<file path="config.mk">
export PLATFORM = sky130hd
export DESIGN_NAME = csi_ctrl
export DESIGN_NICKNAME = d
export VERILOG_FILES = /design/src/csi_pkg.sv /design/src/csi_ctrl.sv
export SDC_FILE = /design/constraint.sdc
export NUM_CORES = 1
export LEC_CHECK = 0
export ABC_AREA = 0
export BUFFER_PORTS_ARGS = -buffer_cell sky130_fd_sc_hd__buf_4
export CORE_ASPECT_RATIO = 1.2
export CORE_MARGIN = 2
export CORE_UTILIZATION = 55
export DETAILED_ROUTE_END_ITERATION = 10
export PLACE_DENSITY_LB_ADDON = 0.3
export SKIP_LAST_GASP = 1
export SYNTH_ARGS = -nofsm -noshare
export SYNTH_HDL_FRONTEND = slang
export SYNTH_SLANG_ARGS = --single-unit
</file>
<file path="constraint.sdc">
create_clock -name i_clock -period 2.8 [get_ports i_clock]
set_clock_uncertainty 0.1 [all_clocks]
set_input_delay 0.56 -clock i_clock [delete_from_list [all_inputs] [get_ports i_clock]]
set_output_delay 0.56 -clock i_clock [all_outputs]
set_load 0.05 [all_outputs]
</file>
<file path="src/csi_pkg.sv">
// What this block does
// - A transaction opens with a start, seven address bits and a write bit, acknowledged next slot.
// - An eight-bit command code follows, msb first, and is acknowledged.
// - A byte write sends one data byte, it is acknowledged and stored at the offset, then stop.
// - A byte read repeats start and address with read, is acknowledged, one byte is sent, NACK, stop.
// - Every control bit, reserved ones too, resets to its power-up value.
// - Byte 0 bit 2 gates the differential output pair, one drives, powers up set.
// - Byte 2 bit 7 selects spread depth, zero -0.35 percent, one -0.5 percent, powers up one.
// - Byte 2 bit 2 turns spread modulation on, powers up cleared.
// - Byte 6 bit 6 enters test clock mode when set, powers up cleared.
// - In test mode byte 6 bit 7 picks high impedance (0) or divided reference (1).
// - Byte 7 reads revision code in bits 7:4 and vendor code in bits 3:0.
// - Command bit 7 set means byte operation, bits 6:5 must be 00, bits 4:0 are the offset.
// - The device answers only to the address bytes 11010010 (write) and 11010011 (read), direction bit included.
package csi_pkg;
  localparam logic [6:0] SLAVE_ADDR = 7'h69;
  localparam int REG_COUNT = 8;
  localparam logic [2:0] OFS_OUTPUT = 3'h0;
  localparam logic [2:0] OFS_SPREAD = 3'h2;
  localparam logic [2:0] OFS_TEST = 3'h6;
  localparam logic [2:0] OFS_IDENT = 3'h7;
  localparam int BIT_GATE = 2;
  localparam int BIT_DEPTH = 7;
  localparam int BIT_SPREAD = 2;
  localparam int BIT_TEST_MODE = 6;
  localparam int BIT_TEST_SEL = 7;
  localparam int CMD_BYTE_OP = 7;
  localparam logic [63:0] RESET_VALUES = 64'h0013_0001_AFEB_007C;
  localparam logic [3:0] REVISION_CODE = 4'h5;  // Arbitrary value
  localparam logic [3:0] VENDOR_CODE = 4'hA;    // Arbitrary value

  typedef enum logic [4:0] {
    ST_IDLE = 5'b00001,
    ST_ADDR = 5'b00010,
    ST_RX = 5'b00100,
    ST_ACK = 5'b01000,
    ST_TX = 5'b10000
  } csi_state_t;

  typedef struct packed {
    logic clock_output_gate;
    logic spread_depth_select;
    logic spread_modulation_enable;
    logic test_mode;
    logic test_select;
  } csi_ctrl_t;
endpackage

</file>
<file path="src/csi_ctrl.sv">
`timescale 1ns/1ns
module csi_ctrl (
  input wire logic i_clock,
  input wire logic i_rst_b,
  input wire logic i_serial_clock,
  input wire logic i_serial_data_pin,
  output logic o_serial_data_pin,
  output logic o_serial_data_oe,
  output csi_pkg::csi_ctrl_t o_ctrl,
  output logic o_output_drive,
  output logic o_output_ref_div
);
  // ****************
  // Input synchronisers
  // ****************
  logic [1:0] scl_sync_q, scl_sync_d, sda_sync_q, sda_sync_d;
  logic scl_prev_q, scl_prev_d, sda_prev_q, sda_prev_d;
  logic scl, sda, scl_rise, scl_fall, start_c, stop_c;

  always_comb begin
    scl_sync_d = {scl_sync_q[0], i_serial_clock};
    sda_sync_d = {sda_sync_q[0], i_serial_data_pin};
    scl_prev_d = scl_sync_q[1];
    sda_prev_d = sda_sync_q[1];
  end

  always_ff @(posedge i_clock or negedge i_rst_b) begin
    if (!i_rst_b) begin
      scl_sync_q <= 2'h3;
      sda_sync_q <= 2'h3;
      scl_prev_q <= 1'b1;
      sda_prev_q <= 1'b1;
    end else begin
      scl_sync_q <= scl_sync_d;
      sda_sync_q <= sda_sync_d;
      scl_prev_q <= scl_prev_d;
      sda_prev_q <= sda_prev_d;
    end
  end

  assign scl = scl_sync_q[1];
  assign sda = sda_sync_q[1];
  assign scl_rise = scl && !scl_prev_q;
  assign scl_fall = !scl && scl_prev_q;
  // Start and stop are data edges while the bus clock stays high
  assign start_c = scl && scl_prev_q && sda_prev_q && !sda;
  assign stop_c = scl && scl_prev_q && !sda_prev_q && sda;

  // ****************
  // Protocol engine and register bank
  // ****************
  csi_pkg::csi_state_t state_q, state_d;
  logic [7:0] shift_q, shift_d;
  logic [3:0] count_q, count_d;
  logic [1:0] phase_q, phase_d;
  logic [2:0] offset_q, offset_d;
  logic byte_op_q, byte_op_d, nack_q, nack_d, reading_q, reading_d;
  logic sda_oe_q, sda_oe_d;
  logic [7:0] regs_q [csi_pkg::REG_COUNT];
  logic [7:0] regs_d [csi_pkg::REG_COUNT];
  logic [7:0] rd_byte;

  // Identification byte is fixed, writes to it are dropped
  always_comb begin
    rd_byte = regs_q[offset_q];
    if (offset_q == csi_pkg::OFS_IDENT) begin
      rd_byte = {csi_pkg::REVISION_CODE, csi_pkg::VENDOR_CODE};
    end
  end

  // Bits shift in on bus clock rises, every action but start, stop and the acknowledge sample waits for the fall
  always_comb begin
    state_d = state_q;
    shift_d = shift_q;
    count_d = count_q;
    phase_d = phase_q;
    offset_d = offset_q;
    byte_op_d = byte_op_q;
    nack_d = nack_q;
    reading_d = reading_q;
    sda_oe_d = sda_oe_q;
    for (int i = 0; i < csi_pkg::REG_COUNT; i++) begin
      regs_d[i] = regs_q[i];
    end
    if (start_c) begin
      state_d = csi_pkg::ST_ADDR;
      count_d = 4'h0;
      sda_oe_d = 1'b0;
    end else if (stop_c) begin
      state_d = csi_pkg::ST_IDLE;
      sda_oe_d = 1'b0;
      // A read needs its command in the same transaction
      phase_d = 2'h0;
    end else begin
      case (state_q)
        csi_pkg::ST_IDLE: begin
          sda_oe_d = 1'b0;
        end
        csi_pkg::ST_ADDR, csi_pkg::ST_RX: begin
          if (scl_rise) begin
            shift_d = {shift_q[6:0], sda};
            count_d = count_q + 4'h1;
          end else if (scl_fall && count_q == 4'h8) begin
            count_d = 4'h0;
            state_d = csi_pkg::ST_ACK;
            sda_oe_d = 1'b1;
            if (state_q == csi_pkg::ST_ADDR) begin
              reading_d = shift_q[0];
              if (shift_q[7:1] != csi_pkg::SLAVE_ADDR) begin
                state_d = csi_pkg::ST_IDLE;
                sda_oe_d = 1'b0;
              end else if (!shift_q[0]) begin
                phase_d = 2'h0;
              end else if (phase_q != 2'h1 || !byte_op_q) begin
                state_d = csi_pkg::ST_IDLE;
                sda_oe_d = 1'b0;
              end
            end else if (phase_q == 2'h0) begin
              byte_op_d = shift_q[csi_pkg::CMD_BYTE_OP] && shift_q[6:5] == 2'h0;
              offset_d = shift_q[2:0];
              if (!byte_op_d || shift_q[4:3] != 2'h0) begin
                state_d = csi_pkg::ST_IDLE;
                sda_oe_d = 1'b0;
              end else begin
                phase_d = 2'h1;
              end
            end else if (phase_q == 2'h1) begin
              if (offset_q != csi_pkg::OFS_IDENT) begin
                regs_d[offset_q] = shift_q;
              end
              phase_d = 2'h2;
            end else begin
              state_d = csi_pkg::ST_IDLE;
              sda_oe_d = 1'b0;
            end
          end
        end
        csi_pkg::ST_ACK: begin
          if (scl_fall) begin
            if (reading_q && phase_q == 2'h1) begin
              state_d = csi_pkg::ST_TX;
              shift_d = rd_byte;
              sda_oe_d = !rd_byte[7];
              phase_d = 2'h3;
            end else begin
              state_d = csi_pkg::ST_RX;
              sda_oe_d = 1'b0;
            end
          end
        end
        csi_pkg::ST_TX: begin
          // Ninth rise samples the controller's acknowledge
          if (scl_rise) begin
            count_d = count_q + 4'h1;
            if (count_q == 4'h8) begin
              nack_d = sda;
            end
          end else if (scl_fall) begin
            if (count_q == 4'h8) begin
              sda_oe_d = 1'b0;
            end else if (count_q == 4'h9) begin
              state_d = csi_pkg::ST_IDLE;
              sda_oe_d = 1'b0;
            end else begin
              shift_d = {shift_q[6:0], 1'b0};
              sda_oe_d = !shift_q[6];
            end
          end
        end
        default: begin
          state_d = csi_pkg::ST_IDLE;
          sda_oe_d = 1'b0;
        end
      endcase
    end
  end

  always_ff @(posedge i_clock or negedge i_rst_b) begin
    if (!i_rst_b) begin
      state_q <= csi_pkg::ST_IDLE;
      shift_q <= 8'h00;
      count_q <= 4'h0;
      phase_q <= 2'h0;
      offset_q <= 3'h0;
      byte_op_q <= 1'b0;
      nack_q <= 1'b0;
      reading_q <= 1'b0;
      sda_oe_q <= 1'b0;
      for (int i = 0; i < csi_pkg::REG_COUNT; i++) begin
        regs_q[i] <= csi_pkg::RESET_VALUES[i*8 +: 8];
      end
    end else begin
      state_q <= state_d;
      shift_q <= shift_d;
      count_q <= count_d;
      phase_q <= phase_d;
      offset_q <= offset_d;
      byte_op_q <= byte_op_d;
      nack_q <= nack_d;
      reading_q <= reading_d;
      sda_oe_q <= sda_oe_d;
      for (int i = 0; i < csi_pkg::REG_COUNT; i++) begin
        regs_q[i] <= regs_d[i];
      end
    end
  end

  // ****************
  // Control outputs
  // ****************
  // Open drain: the pin only ever pulls low
  assign o_serial_data_pin = 1'b0;
  assign o_serial_data_oe = sda_oe_q;
  assign o_ctrl.clock_output_gate = regs_q[csi_pkg::OFS_OUTPUT][csi_pkg::BIT_GATE];
  assign o_ctrl.spread_depth_select = regs_q[csi_pkg::OFS_SPREAD][csi_pkg::BIT_DEPTH];
  assign o_ctrl.spread_modulation_enable = regs_q[csi_pkg::OFS_SPREAD][csi_pkg::BIT_SPREAD];
  assign o_ctrl.test_mode = regs_q[csi_pkg::OFS_TEST][csi_pkg::BIT_TEST_MODE];
  assign o_ctrl.test_select = regs_q[csi_pkg::OFS_TEST][csi_pkg::BIT_TEST_SEL];
  // Test mode overrides the output gate
  assign o_output_drive = o_ctrl.test_mode ? o_ctrl.test_select : o_ctrl.clock_output_gate;
  assign o_output_ref_div = o_ctrl.test_mode && o_ctrl.test_select;
endmodule

</file>
; ---- After elaboration in Yosys (flattened, before gate mapping)
; Cells that the tools add are included.
[classes]
mux = 70
add_sub_neg = 1
bitwise = 6
magnitude_cmp = 2
eq_ne = 38
reduce_logical = 37
[ops]
columns = operator, count
row1 = 2-to-1 mux 8 bit, 11
row2 = bitwise mux 64 bit, 1
row3 = 2-to-1 mux 5 bit, 12
row4 = 2-to-1 mux 4 bit, 10
row5 = inequality test 4 bit (second input constant), 10
row6 = binary-select mux 8 bit (select 3 bit), 1
row7 = demux 8 bit (select 3 bit), 1
row8 = case mux 8 bit (3 select lines), 1
row9 = 2-to-1 mux 2 bit, 11
row10 = inequality test 3 bit (second input constant), 7
row11 = case mux 5 bit (4 select lines), 1
row12 = AND reduction 10 bit, 2
row13 = 2-to-1 mux 1 bit, 18
row14 = inequality test 2 bit (second input constant), 8
row15 = logical AND 1 bit, 12
row16 = inequality test 5 bit (second input constant), 2
row17 = AND reduction 9 bit, 1
row18 = nonzero test 3 bit, 3
row19 = equality test 4 bit (second input constant), 2
row20 = logical NOT 1 bit, 8
row21 = case mux 4 bit (2 select lines), 1
row22 = AND reduction 8 bit, 1
row23 = inequality test 7 bit (second input constant), 1
row24 = AND reduction 7 bit, 1
row25 = 22 further kinds, 28
[word_totals]
register_bits = 95
wordCells = 174
input_bits = 4
out_inout_bits = 9

; ---- Logic depth before layout (Yosys ltp)
; Gate-level depths: netlist (run 1).
[depth]
ltp_word = 12
depth_mapped = 8
mapped_depth_nobuf = 8

; ---- Least setup slack after synthesis (run 1)
; OpenSTA, ideal clock, no wires.
[synth_timing]
kind = register -> register
from = register state_q[4]
to = register regs_q[36] (netlist bit)
setup_ns = 0.125
path_slack_ns = 0.317
stages_incl_launch_ff = 8
n_path_buf = 1
arrival_time_ns = 2.258
cell_sequence = dfrtp_1 buf_6 or3_4 nor3b_2 nand3_1 a211o_1 nor3b_4 mux2_2
[synth_via]
elab_chain_len = 3
word_cells_on_any_way = 5
classes_between = eq/ne: 2 / bitwise: 1 / reduce/logical: 2
[synth_lines]
columns = element, line
row1 = "start, declared", csi_ctrl.sv:52  ; csi_pkg::csi_state_t state_q, state_d;
row2 = "start signal, assigned", csi_ctrl.sv:180  ; state_q <= csi_pkg::ST_IDLE;
row3 = "start signal, assigned", csi_ctrl.sv:193  ; state_q <= state_d;
row4 = equality test 5 x 2 -> 1 bit or equality test 5 x 3 -> 1 bit (tied branches), "csi_ctrl.sv:95, csi_ctrl.sv:107"
row5 = OR reduction 2 bit or inverter 1 bit (tied branches), -
row6 = AND reduction 9 bit (no source line) *, -
row7 = "end signal, assigned by index", csi_ctrl.sv:190  ; regs_q[i] <= csi_pkg::RESET_VALUES[i*8 +: 8];
row8 = "end signal, assigned by index", csi_ctrl.sv:203  ; regs_q[i] <= regs_d[i];
row9 = "end, declared", csi_ctrl.sv:59  ; logic [7:0] regs_q [csi_pkg::REG_COUNT];
; Mark *: on every way between the ends. The rest lies on a longest branch, timed or not.
; A chain may end at the register's enable or synchronous reset.

; ---- Worst setup path after layout (run 1)
[layout_timing]
from = register scl_sync_q[1]
to = register shift_q[3]
[layout_via]
elab_chain_len = 5
word_cells_on_any_way = 15
classes_between = eq/ne: 4 / bitwise: 2 / reduce/logical: 9
[layout_lines]
columns = element, line
row1 = "start, declared", csi_ctrl.sv:16  ; logic [1:0] scl_sync_q, scl_sync_d, sda_sync_q, sda_sync_d;
row2 = "start signal, assigned", csi_ctrl.sv:34  ; scl_sync_q <= scl_sync_d;
row3 = "parallel branches: the longest is 4 deep, another holds inequality test 2 bit", -
row4 = AND reduction 10 bit (no source line) *, -
row5 = "end signal, assigned", csi_ctrl.sv:194  ; shift_q <= shift_d;
row6 = "end, declared", csi_ctrl.sv:53  ; logic [7:0] shift_q, shift_d;
; Every way passes the cells marked *.

==> run metrics, run 1 <==
run status=finished, final reports clean; Syn Inst Count=about 370; most frequent cells in the layout=mux2_2, dfrtp_1, dfstp_2, buf_4, nand2_1; synthesized flop and latch total=92; Slew @ Worst Pin=0.634 ns; TritonCTS clock tree=done; first-pass GRT wire length=approximately 16 mm; ys flop type=dfrtp_1; largest net degree at the start of global routing=50; Clk pwr share=0.348; drc violations=0; antenna violations before repair=0; clk_lat worst skew=~0.36 ns; Multi-input gate area=2120 um^2; worst reg2reg path endpoint=shift_q[3]; Syn Nets=378; slowest CP cell=dfstp_2; IO buf count=11; area grow syn2layout=8.77%; CTS clk-pin slew, worst paths=0.10 ns; die width=87.8 um; Flop pwr share=0.583; Cell Area, Synth=around 4600 um^2; CP Max Fanout=10; worst vdd ir=0.450 mV; initial cell density of the core=0.569; Final min period=between 2 and 3 ns; hold buffers post-CTS=0; worst reg2reg setup slack=~0.16 ns; post-place setup slack=0.195 ns; startpoint types=flip-flop; RSZ-0062 raised after global routing=no; GP Congestion=0.912; sw frac=0.270; Yosys top cell area share=0.345; RR Startpoint=scl_sync_q[1]; total grt overflow=0; number of global-route vias before repair=3157; drt first-iter violations=168; FP Rows=36; height of the die=105 um; total number of yosys warnings=0; Leakage=approximately 2.2 nW; Final Hold Fails=0; GR Util All Layers=0.229; Storage cell area=2340 um^2; number of fill cells=about 620; met2 routed WL=between 4 and 5 mm; post-route setup slack=approximately 0.16 ns; cts repair resizes=0; CTS max path bufs=2; CORE AREA=8150 um^2; Slew Viols, Final=0; WHS=0.102 ns; worst setup path class=flip-flop to flip-flop; Num CTS Buffers=9; R2R depth=5; Worst Setup End Kind=flip-flop; synth top area cells=dfrtp_1, mux2_2, dfstp_2; Synth area leader=dfrtp_1; top layer in use=met4; Detailed Routing Iterations Pass 1=5; die area=9180 um^2; Synth cell types=54; H-tree depth=3; final WL=approximately 9.6 mm; count of boundary I/O pins=13; DR WL met3=345 um; most common cell after layout, fill and taps aside=mux2_2; Finish-stage setup viols=0; Avg WL per Cell=19.3 um; crit path cell chain=or3b_2 -> or3b_2 -> o22ai_1 -> nand3_2 -> mux2_2; P per Cell Area=480 nW/um^2; via/cell ratio=approximately 6; sequential area share after synthesis=0.504; Post-synth EDFFs=0; Min-Delay Path Class=primary input to async pin; CTS root buf=clkbuf_8; setup TNS=0 ns; Net count, final=385; Net Sw Power=0.654 mW; clock sinks=between 90 and 100; Synth async-reset ratio=1.00; hpwl dp=approximately 6.6 mm; average size of a mapped cell=12.5 um^2; Critical Path Max Stage Delay=0.63 ns; fin crit share=0.942; WP data arrival=2.78 ns; max cap viols=0; Internal Pwr Total=between 1.5 and 2 mW; fmax=0.379 GHz; Comb power frac=0.069; Ant. Diodes=0; Worst Path Required=2.94 ns; most frequent CP cell=or3b_2; DRT antenna net count=0; Slew headroom=0.573; Setup Buffers After CTS=0; metal1 wirelength=around 4.1 mm; routed vias=2971; fraction of layout cells with a size suffix above 1=0.436
[power groups by stage]
stage / clock network [mW] / logic [mW] / registers (mW)
floorplan: 0 / 0.116 / 1.41
finish: 0.843 / 0.167 / 1.41
detailed placement: 0 / 0.167 / 1.44
CTS: 0.868 / 0.169 / 1.41
global route: 0.932 / 0.188 / 1.42
global placement: 0 / 0.167 / 1.43
[through the flow]
| stage | cells | power (mW) | util | area, um^2 |
|---|---|---|---|---|
| 6_report | 497 | 2.42 | 0.619 | 5040 |
| 5_1_grt | 497 | 2.54 | 0.619 | 5040 |
| 4_1_cts | 497 | 2.45 | 0.619 | 5040 |
| 3_5_place_dp | 481 | 1.60 | 0.596 | 4860 |
| 3_3_place_gp | 481 | 1.60 | 0.596 | 4860 |
| 2_1_floorplan | 371 | 1.53 | - | 4640 |
[worst max-delay path by stage]
| stage | from | end | slack [ns] | cells past startpoint |
|---|---|---|---|---|
| finish | scl_sync_q[1] | shift_q[3] | 0.16 | 5 |
| global route | scl_sync_q[1] | shift_q[3] | 0.03 | 5 |
| CTS | scl_sync_q[1] | shift_q[0] | 0.18 | 5 |
| detailed placement | state_q[3] | regs_q[36] | 0.19 | 6 |
| global placement | scl_sync_q[1] | shift_q[7] | 0.19 | 5 |
| floorplan | state_q[4] | regs_q[36] | 0.32 | 7 |
[routing by layer]
metal,global-route usage,vias to the layer above
met5,0,-
met2,0.365,64
met4,0.0890,0
met3,0.0537,20
li1,-,1353
met1,0.303,1534
[kinds of logic (layout without fill, tap and decap cells)]
group,Yosys count,after routing,synth area share
other,1,1,0.000809
adder cells (fa/ha/maj),3,3,0.00810
XOR/XNOR,3,3,0.00567
AND/OR/NAND/NOR,90,90,0.116
buffers and inverters,39,51,0.0391
AO/OA/AOI/OAI,49,49,0.0720
flip-flops,92,92,0.504
multiplexers,94,94,0.254
[sequential cells by signal, indices dropped and copies added, names as in the netlist]
name,flops
phase_q,2
o_serial_data_oe,1
state_q,5
reading_q,1
sda_prev_q,1
o_ctrl,5
byte_op_q,1
shift_q,8
scl_sync_q,2
offset_q,3
regs_q,56
scl_prev_q,1
sda_sync_q,2
count_q,4
[cells in the mapped netlist (2+ instances only)]
library cell / n
dfrtp_1: 64
mux2i_1: 11
nand3b_1: 5
mux4_2: 12
mux2_2: 71
ha_1: 3
nor3b_4: 2
nor2b_1: 4
dfstp_2: 28
and2_1: 3
a21oi_1: 7
nor3b_1: 5
o31ai_1: 4
or3b_2: 3
a311oi_1: 2
xnor2_1: 2
nand2_1: 24
and3_1: 3
nand4bb_1: 2
a31oi_1: 2
buf_4: 6
clkbuf_1: 21
nand2b_1: 4
nor3_1: 8
o22ai_1: 6
buf_2: 4
nand3_1: 7
o21a_1: 2
inv_1: 7
nor2_1: 10
o21ai_0: 14
a22oi_1: 3
[layout make-up]
type,count,area share
tap,114,0.0283
sequential,92,0.463
clock buffer,9,0.0246
clock inverter,7,0.0119
timing repair buffer,28,0.0466
multi-input combinational,240,0.420
inverter,7,0.00521
[critical path: cells and delay by family (launching register included)]
kind,cells,cell delay (ns)
AND/OR/NAND/NOR,3,1.22
flip-flops,1,0.63
multiplexers,1,0.35
AO/OA/AOI/OAI,1,0.22
Note: power is estimated with default switching activity, not from simulation.
==> inputs of run 2 (changes only) <==
--- a/config.mk
+++ b/config.mk
@@ -6,11 +6,11 @@
 export NUM_CORES = 1
 export LEC_CHECK = 0
 export ABC_AREA = 0
-export BUFFER_PORTS_ARGS = -buffer_cell sky130_fd_sc_hd__buf_4
 export CORE_ASPECT_RATIO = 1.2
 export CORE_MARGIN = 2
 export CORE_UTILIZATION = 55
 export DETAILED_ROUTE_END_ITERATION = 10
+export DONT_BUFFER_PORTS = 1
 export PLACE_DENSITY_LB_ADDON = 0.3
 export SKIP_LAST_GASP = 1
 export SYNTH_ARGS = -nofsm -noshare
==> constraint.sdc (replaced) <==
create_clock -name i_clock -period 2.1 [get_ports i_clock]
set_clock_uncertainty 0.1 [all_clocks]
set_input_delay 0.42 -clock i_clock [delete_from_list [all_inputs] [get_ports i_clock]]
set_output_delay 0.42 -clock i_clock [all_outputs]
set_load 0.05 [all_outputs]
==> run 2 against run 1 <==
  * The run now ends with negative hold slack, negative setup slack left
  * Register-to-register slack worse by 0.42 ns
  * Clock power is 21% higher
  * Maximum frequency is 12% higher
  * Power is 31% higher
  * Combinational power is 87% higher
  * Non-clock buffer count is 47 higher
  * Setup slack worse by 0.42 ns
  * Sequential share of layout area is 4.8 points lower
  * Worst hold slack worse by 0.46 ns
  * Cell count is 9.5% higher
  * Sequential power is 32% higher
  * Critical path depth is 2 higher
  * Critical endpoint is now regs_q[17]
  * Largest power group unchanged
==> run metrics, run 2 (synthesis results as in run 1) <==
run status=finished with violations; failing checks=negative hold slack, negative setup slack; R2R depth=7 (+2); worst reg2reg setup slack=-0.26 ns (-0.42 ns); Critical Path Max Stage Delay=0.39 ns (-0.24 ns); CTS max path bufs=2 (unchanged); largest net degree at the start of global routing=93 (+86%); CTS root buf=clkbuf_8; Worst Setup End Kind=flip-flop; first-pass GRT wire length=17.8 mm (+11%); RSZ-0062 raised after global routing=yes; fin cells=544 (+9.5%); post-route setup slack=-0.259 ns (-0.421 ns); antenna violations before repair=0 (unchanged); drt first-iter violations=177 (+5.4%); WP data arrival=2.50 ns (-0.28 ns); Leakage=2.49 nW (+13%); IO buf count=0 (-11); most frequent CP cell=nor3b_4; most common cell after layout, fill and taps aside=dfrtp_1; worst reg2reg path endpoint=regs_q[17]; max cap viols=0 (unchanged); DRT antenna net count=0 (unchanged); initial cell density of the core=0.569 (unchanged); biggest regs=regs_q (56), shift_q (8); RR Startpoint=state_q[0]; Ant. Diodes=0 (unchanged); height of the die=105 um (unchanged); area grow syn2layout=21.3%; count of boundary I/O pins=13 (unchanged); slowest CP cell=or3_4; TritonCTS clock tree=done; die width=87.8 um (unchanged); number of global-route vias before repair=3406 (+7.9%); clk_lat worst skew=0.36 ns (about the same); die area=9180 um^2 (unchanged); Slew Viols, Final=0 (unchanged); crit path cell chain=or3_4 -> nor3b_4 -> nand3_2 -> a211o_4 -> nor3b_4 -> buf_6 -> mux2_2; hpwl dp=7.27 mm (+11%); drc violations=0 (unchanged); routed vias=3208 (+8.0%); max reg flops=56 (unchanged); via/cell ratio=5.90 (-1.4%); Num CTS Buffers=9 (unchanged); final WL=10.6 mm (+11%); WHS=-0.361 ns (-0.463 ns); Final min period=2.36 ns (-0.279 ns); CORE AREA=8150 um^2 (unchanged); FP Rows=36 (unchanged); fraction of layout cells with a size suffix above 1=0.535 (+0.0989); clock sinks=92 (unchanged); placed cells=520 (+8.1%); P per Cell Area=566 nW/um^2 (+18%); PnR Total Power=3.18 mW (+31%); GP Congestion=0.902 (-1.1%); Largest Register=regs_q; Net count, final=432 (+12%); Min-Delay Path Class=primary input to async pin; GR Util All Layers=0.257 (+0.0279); Avg WL per Cell=19.5 um (+1.3%); most frequent cells in the layout=dfrtp_1, mux2_2, buf_4, dfstp_2, nand2_1; fin crit share=1.12 (+0.181); Finish-stage setup viols=71 (+71); Detailed Routing Iterations Pass 1=4 (-1); fmax=0.424 GHz (+12%); startpoint types=flip-flop; Worst Path Required=2.24 ns (-0.70 ns); total grt overflow=0 (unchanged); number of fill cells=573 (-7.9%); CTS clk-pin slew, worst paths=0.09 ns (about the same); worst setup path class=flip-flop to flip-flop; hold buffers post-CTS=2 (+2); CP Max Fanout=5 (-5); Final Hold Fails=92 (+92); worst vdd ir=0.444 mV (-1.3%); H-tree depth=3 (unchanged)
-- run 2: cell count changes in the layout (fill, tap and decap cells not counted), moves of 3 or more --
cell,delta
buf_4,+30
buf_6,+16
clkbuf_1,+4
mux2_2,-14
mux2_4,+14
nand2_1,-5
nand2_2,+5
or3b_2,-3
or3b_4,+3
-- run 2: routing by layer --
metal | track usage | vias to the layer above | routed length, um
met1 | 0.323 | 1656 | 4260
met5 | 0 | - | 0
met2 | 0.425 | 70 | 5700
met4 | 0.0978 | 0 | 302
met3 | 0.0624 | 26 | 364
li1 | - | 1456 | -
-- run 2: worst max-delay path by stage --
stage                          start    endpoint  slack (ns)  cells after the start
after global routing      state_q[4]  regs_q[17]       -0.33                      7
after detailed placement  state_q[4]  regs_q[17]       -0.28                      7
final                     state_q[0]  regs_q[17]       -0.26                      7
after global placement    state_q[3]  phase_q[0]       -0.26                      8
after floorplan           state_q[4]  regs_q[16]       -0.32                      7
after CTS                 state_q[4]  regs_q[18]       -0.27                      7
-- run 2: report_power, final --
| group | leakage [nW] | switching (mW) | internal, mW |
|---|---|---|---|
| Combinational | 1.24 | 0.159 | 0.154 |
| Sequential | 1.18 | 0.0365 | 1.82 |
| Clock | 0.0774 | 0.588 | 0.429 |
| Total | 2.49 | 0.784 | 2.40 |
-- run 2: layout make-up --
class / instances / area [um^2] / area share
clock inverters: 3 / 17.5 / 0.00311
flip-flops and latches: 92 / 2340 / 0.416
well taps: 114 / 143 / 0.0254
clock buffers: 13 / 139 / 0.0247
multi-input cells: 240 / 2320 / 0.413
repair buffers: 75 / 641 / 0.114
inverters: 7 / 26.3 / 0.00467
-- run 2: critical path, delay by kind of cell, from the launching register on --
kind,cells,cell delay [ns]
flops,1,0.38
compound gates,1,0.32
simple gates,4,0.94
mux,1,0.35
buf+inv,1,0.15
-- run 2: stage by stage --
step	worst slack (ns)	hold slack (ns)	utilization	area (um^2)	TNS, ns
after global placement	-0.257	0.0268	0.633	5160	-6.79
after CTS	-0.266	-0.374	0.680	5540	-12.53
after detailed placement	-0.275	0.0262	0.633	5160	-7.70
final	-0.259	-0.361	0.690	5620	-11.67
after global routing	-0.335	-0.389	0.690	5620	-16.75
after floorplan	-0.321	0.0244	-	4670	-8.80
-- run 2: what timing repair did --
item                       in CTS  in global routing
gates resized for setup        34                 26
setup buffers                  11                  4
setup endpoints to repair      63                 80
hold endpoints to repair       94                 92
pin swaps                       6                 13
==> inputs of run 3 (changes only) <==
--- a/config.mk
+++ b/config.mk
@@ -11,6 +11,7 @@
 export CORE_UTILIZATION = 55
 export DETAILED_ROUTE_END_ITERATION = 10
 export DONT_BUFFER_PORTS = 1
+export GPL_TIMING_DRIVEN = 0
 export PLACE_DENSITY_LB_ADDON = 0.3
 export SKIP_LAST_GASP = 1
 export SYNTH_ARGS = -nofsm -noshare
==> run 3 against run 2 <==
  * The run still ends with negative hold slack, negative setup slack left
  * Register-to-register slack lost 0.21 ns
  * Via count shrank 1.2%
  * Flip-flop and latch count is the same
  * Combinational power shrank 26%
  * Worst hold slack lost 0.0051 ns
  * Global-route usage shrank 2.1 points
  * Maximum frequency shrank 8.0%
  * First-iteration DRC count grew 16%
  * Power grew 9.0%
  * Final area shrank 1.4%
  * Clock power grew 33%
  * Die area is the same
  * Critical path type unchanged
  * Largest power group unchanged
  * Highest routed layer unchanged
==> run metrics, run 3 (synthesis results as in run 1) <==
Avg WL per Cell=19.7 um (+0.68%); number of fill cells=586 (+2.3%); fin crit share=1.22 (+0.0978); run status=finished with violations; antenna violations before repair=0 (unchanged); met2 GRT Util=0.380 (-0.0449); clk_lat worst skew=0.37 ns (about the same); worst reg2reg setup slack=-0.46 ns (-0.21 ns); CTS max path bufs=2 (unchanged); WHS=-0.366 ns (-0.00513 ns); RSZ-0062 raised after global routing=yes; height of the die=105 um (unchanged); worst setup path class=flip-flop to flip-flop; met1 GRT Util=0.306 (-0.0170); IO buf count=0 (unchanged); final core occ=0.680 (-0.00952); Ant. Diodes=0 (unchanged); largest net degree at the start of global routing=93 (unchanged); max cap viols=0 (unchanged); worst vdd ir=0.662 mV (+49%); fmax=0.390 GHz (-8.0%); Detailed Routing Iterations Pass 1=4 (unchanged); max reg flops=56 (unchanged); worst reg2reg path endpoint=regs_q[36]; Slew @ Worst Pin=just over 0.6 ns; hpwl dp=6.33 mm (-13%); GR Util All Layers=0.236 (-0.0211); Largest Register=regs_q; final WL=10.4 mm (-1.9%); crit path from=state_q[3]; most frequent cells in the layout=dfrtp_1, mux2_2, dfstp_2, buf_4, nand2_1; FP Rows=36 (unchanged); Worst Path Required=2.26 ns (+0.02 ns); post-route setup slack=-0.464 ns (-0.205 ns); GP Congestion=0.880 (-2.5%); via/cell ratio=5.98 (+1.5%); area grow syn2layout=19.6%; count of boundary I/O pins=13 (unchanged); die width=87.8 um (unchanged); H-tree depth=3 (unchanged); failing checks=negative hold slack, negative setup slack; Min-Delay Path Class=primary input to async pin; startpoint types=flip-flop; Final min period=2.56 ns (+0.205 ns); drt first-iter violations=205 (+16%); P per Cell Area=626 nW/um^2 (+11%); die area=9180 um^2 (unchanged); drc violations=0 (unchanged); Worst Setup End Kind=flip-flop; biggest regs=regs_q (56), shift_q (8); total grt overflow=0 (unchanged); CTS root buf=clkbuf_8; number of global-route vias before repair=3282 (-3.6%); Storage cell area=2340 um^2 (+0.27%); most common cell after layout, fill and taps aside=dfrtp_1; Slew headroom=0.585; CP endpoint=regs_q[36]; clock sinks=92 (unchanged); CORE AREA=8150 um^2 (unchanged); TritonCTS clock tree=done; RR Startpoint=state_q[3]; Final Hold Fails=92 (unchanged); CP Max Fanout=6 (+1); first-pass GRT wire length=16.5 mm (-7.1%); WP data arrival=2.72 ns (+0.22 ns); hold buffers post-CTS=2 (unchanged); R2R depth=7 (unchanged); Slew Viols, Final=0 (unchanged); CTS clk-pin slew, worst paths=0.10 ns (about the same); routed vias=3171 (-1.2%); Num CTS Buffers=9 (unchanged); DRT antenna net count=0 (unchanged); GRT busiest layer=met2; initial cell density of the core=0.569 (unchanged); fraction of layout cells with a size suffix above 1=0.490 (-0.0445); Leakage=2.37 nW (-4.9%); met3 usage=0.0308 (-0.0316); Multi-input gate area=2330 um^2 (+0.38%); Net count, final=418 (-3.2%); Finish-stage setup viols=80 (+13%)
## run 3: cell count changes in the layout (fill, tap and decap cells not counted), moves of 3 or more
cell	delta
buf_4	-32
clkbuf_1	+12
dfrtp_1	-5
dfrtp_2	+5
buf_6	-4
clkbuf_2	+3
mux2_2	-3
mux2_4	+3
nand2_2	-3
## run 3: through the flow
step	area [um^2]	setup TNS, ns	power [mW]	std cells	setup slack, ns
after global placement	4810	-35.27	2.09	485	-0.741
after detailed placement	4810	-37.09	2.09	485	-0.774
after floorplan	4670	-8.80	2.05	371	-0.321
after CTS	5270	-21.84	3.46	511	-0.450
final	5550	-21.95	3.47	530	-0.464
after global routing	5550	-28.12	3.60	530	-0.517
## run 3: worst min-delay path by stage
stage,startpoint,to,slack [ns],cells after the start
after floorplan,i_rst_b,byte_op_q,0.02,0
after global placement,i_rst_b,state_q[1],0.03,0
after detailed placement,i_rst_b,count_q[2],0.03,0
after CTS,i_rst_b,regs_q[55],-0.38,0
after global routing,i_rst_b,regs_q[55],-0.38,0
final,i_rst_b,o_ctrl[2],-0.37,0
## run 3: area by class of cell
cell class | instances | share of cell area
plain buffers | 29 | 0.0298
clock buffers | 10 | 0.0248
clock inverters | 6 | 0.0169
inverters | 7 | 0.00474
multi-input cells | 240 | 0.420
flip-flops and latches | 92 | 0.423
well taps | 114 | 0.0257
repair buffers | 32 | 0.0555
## run 3: critical path, cell delays in order, from the launching register on
cell     delay (ns)
dfrtp_2        0.45
or3_4          0.40
nor3b_4        0.26
nand3_2        0.15
a211o_4        0.33
nor3b_4        0.28
buf_12         0.17
mux2_4         0.29
## run 3: report_power, final
part / internal (mW) / leakage (nW) / switching (mW) / total [mW]
combinational: 0.104 / 1.09 / 0.129 / 0.233
clock: 0.713 / 0.113 / 0.651 / 1.36
sequential: 1.82 / 1.17 / 0.0549 / 1.88
## run 3: what timing repair did
item                                    4_1_cts  5_1_grt
resized for setup                            29       35
endpoints found under the setup margin       77       81
hold endpoints to repair                     94       92
pin swaps                                     9       15
buffers inserted                             11       19
## run 3: routing by layer
metal  part of all wire  vias to the layer above
met3              0.029                       37
met2               0.52                       81
met5                  0                        -
met4              0.039                        0
li1                   -                     1427
met1               0.41                     1626
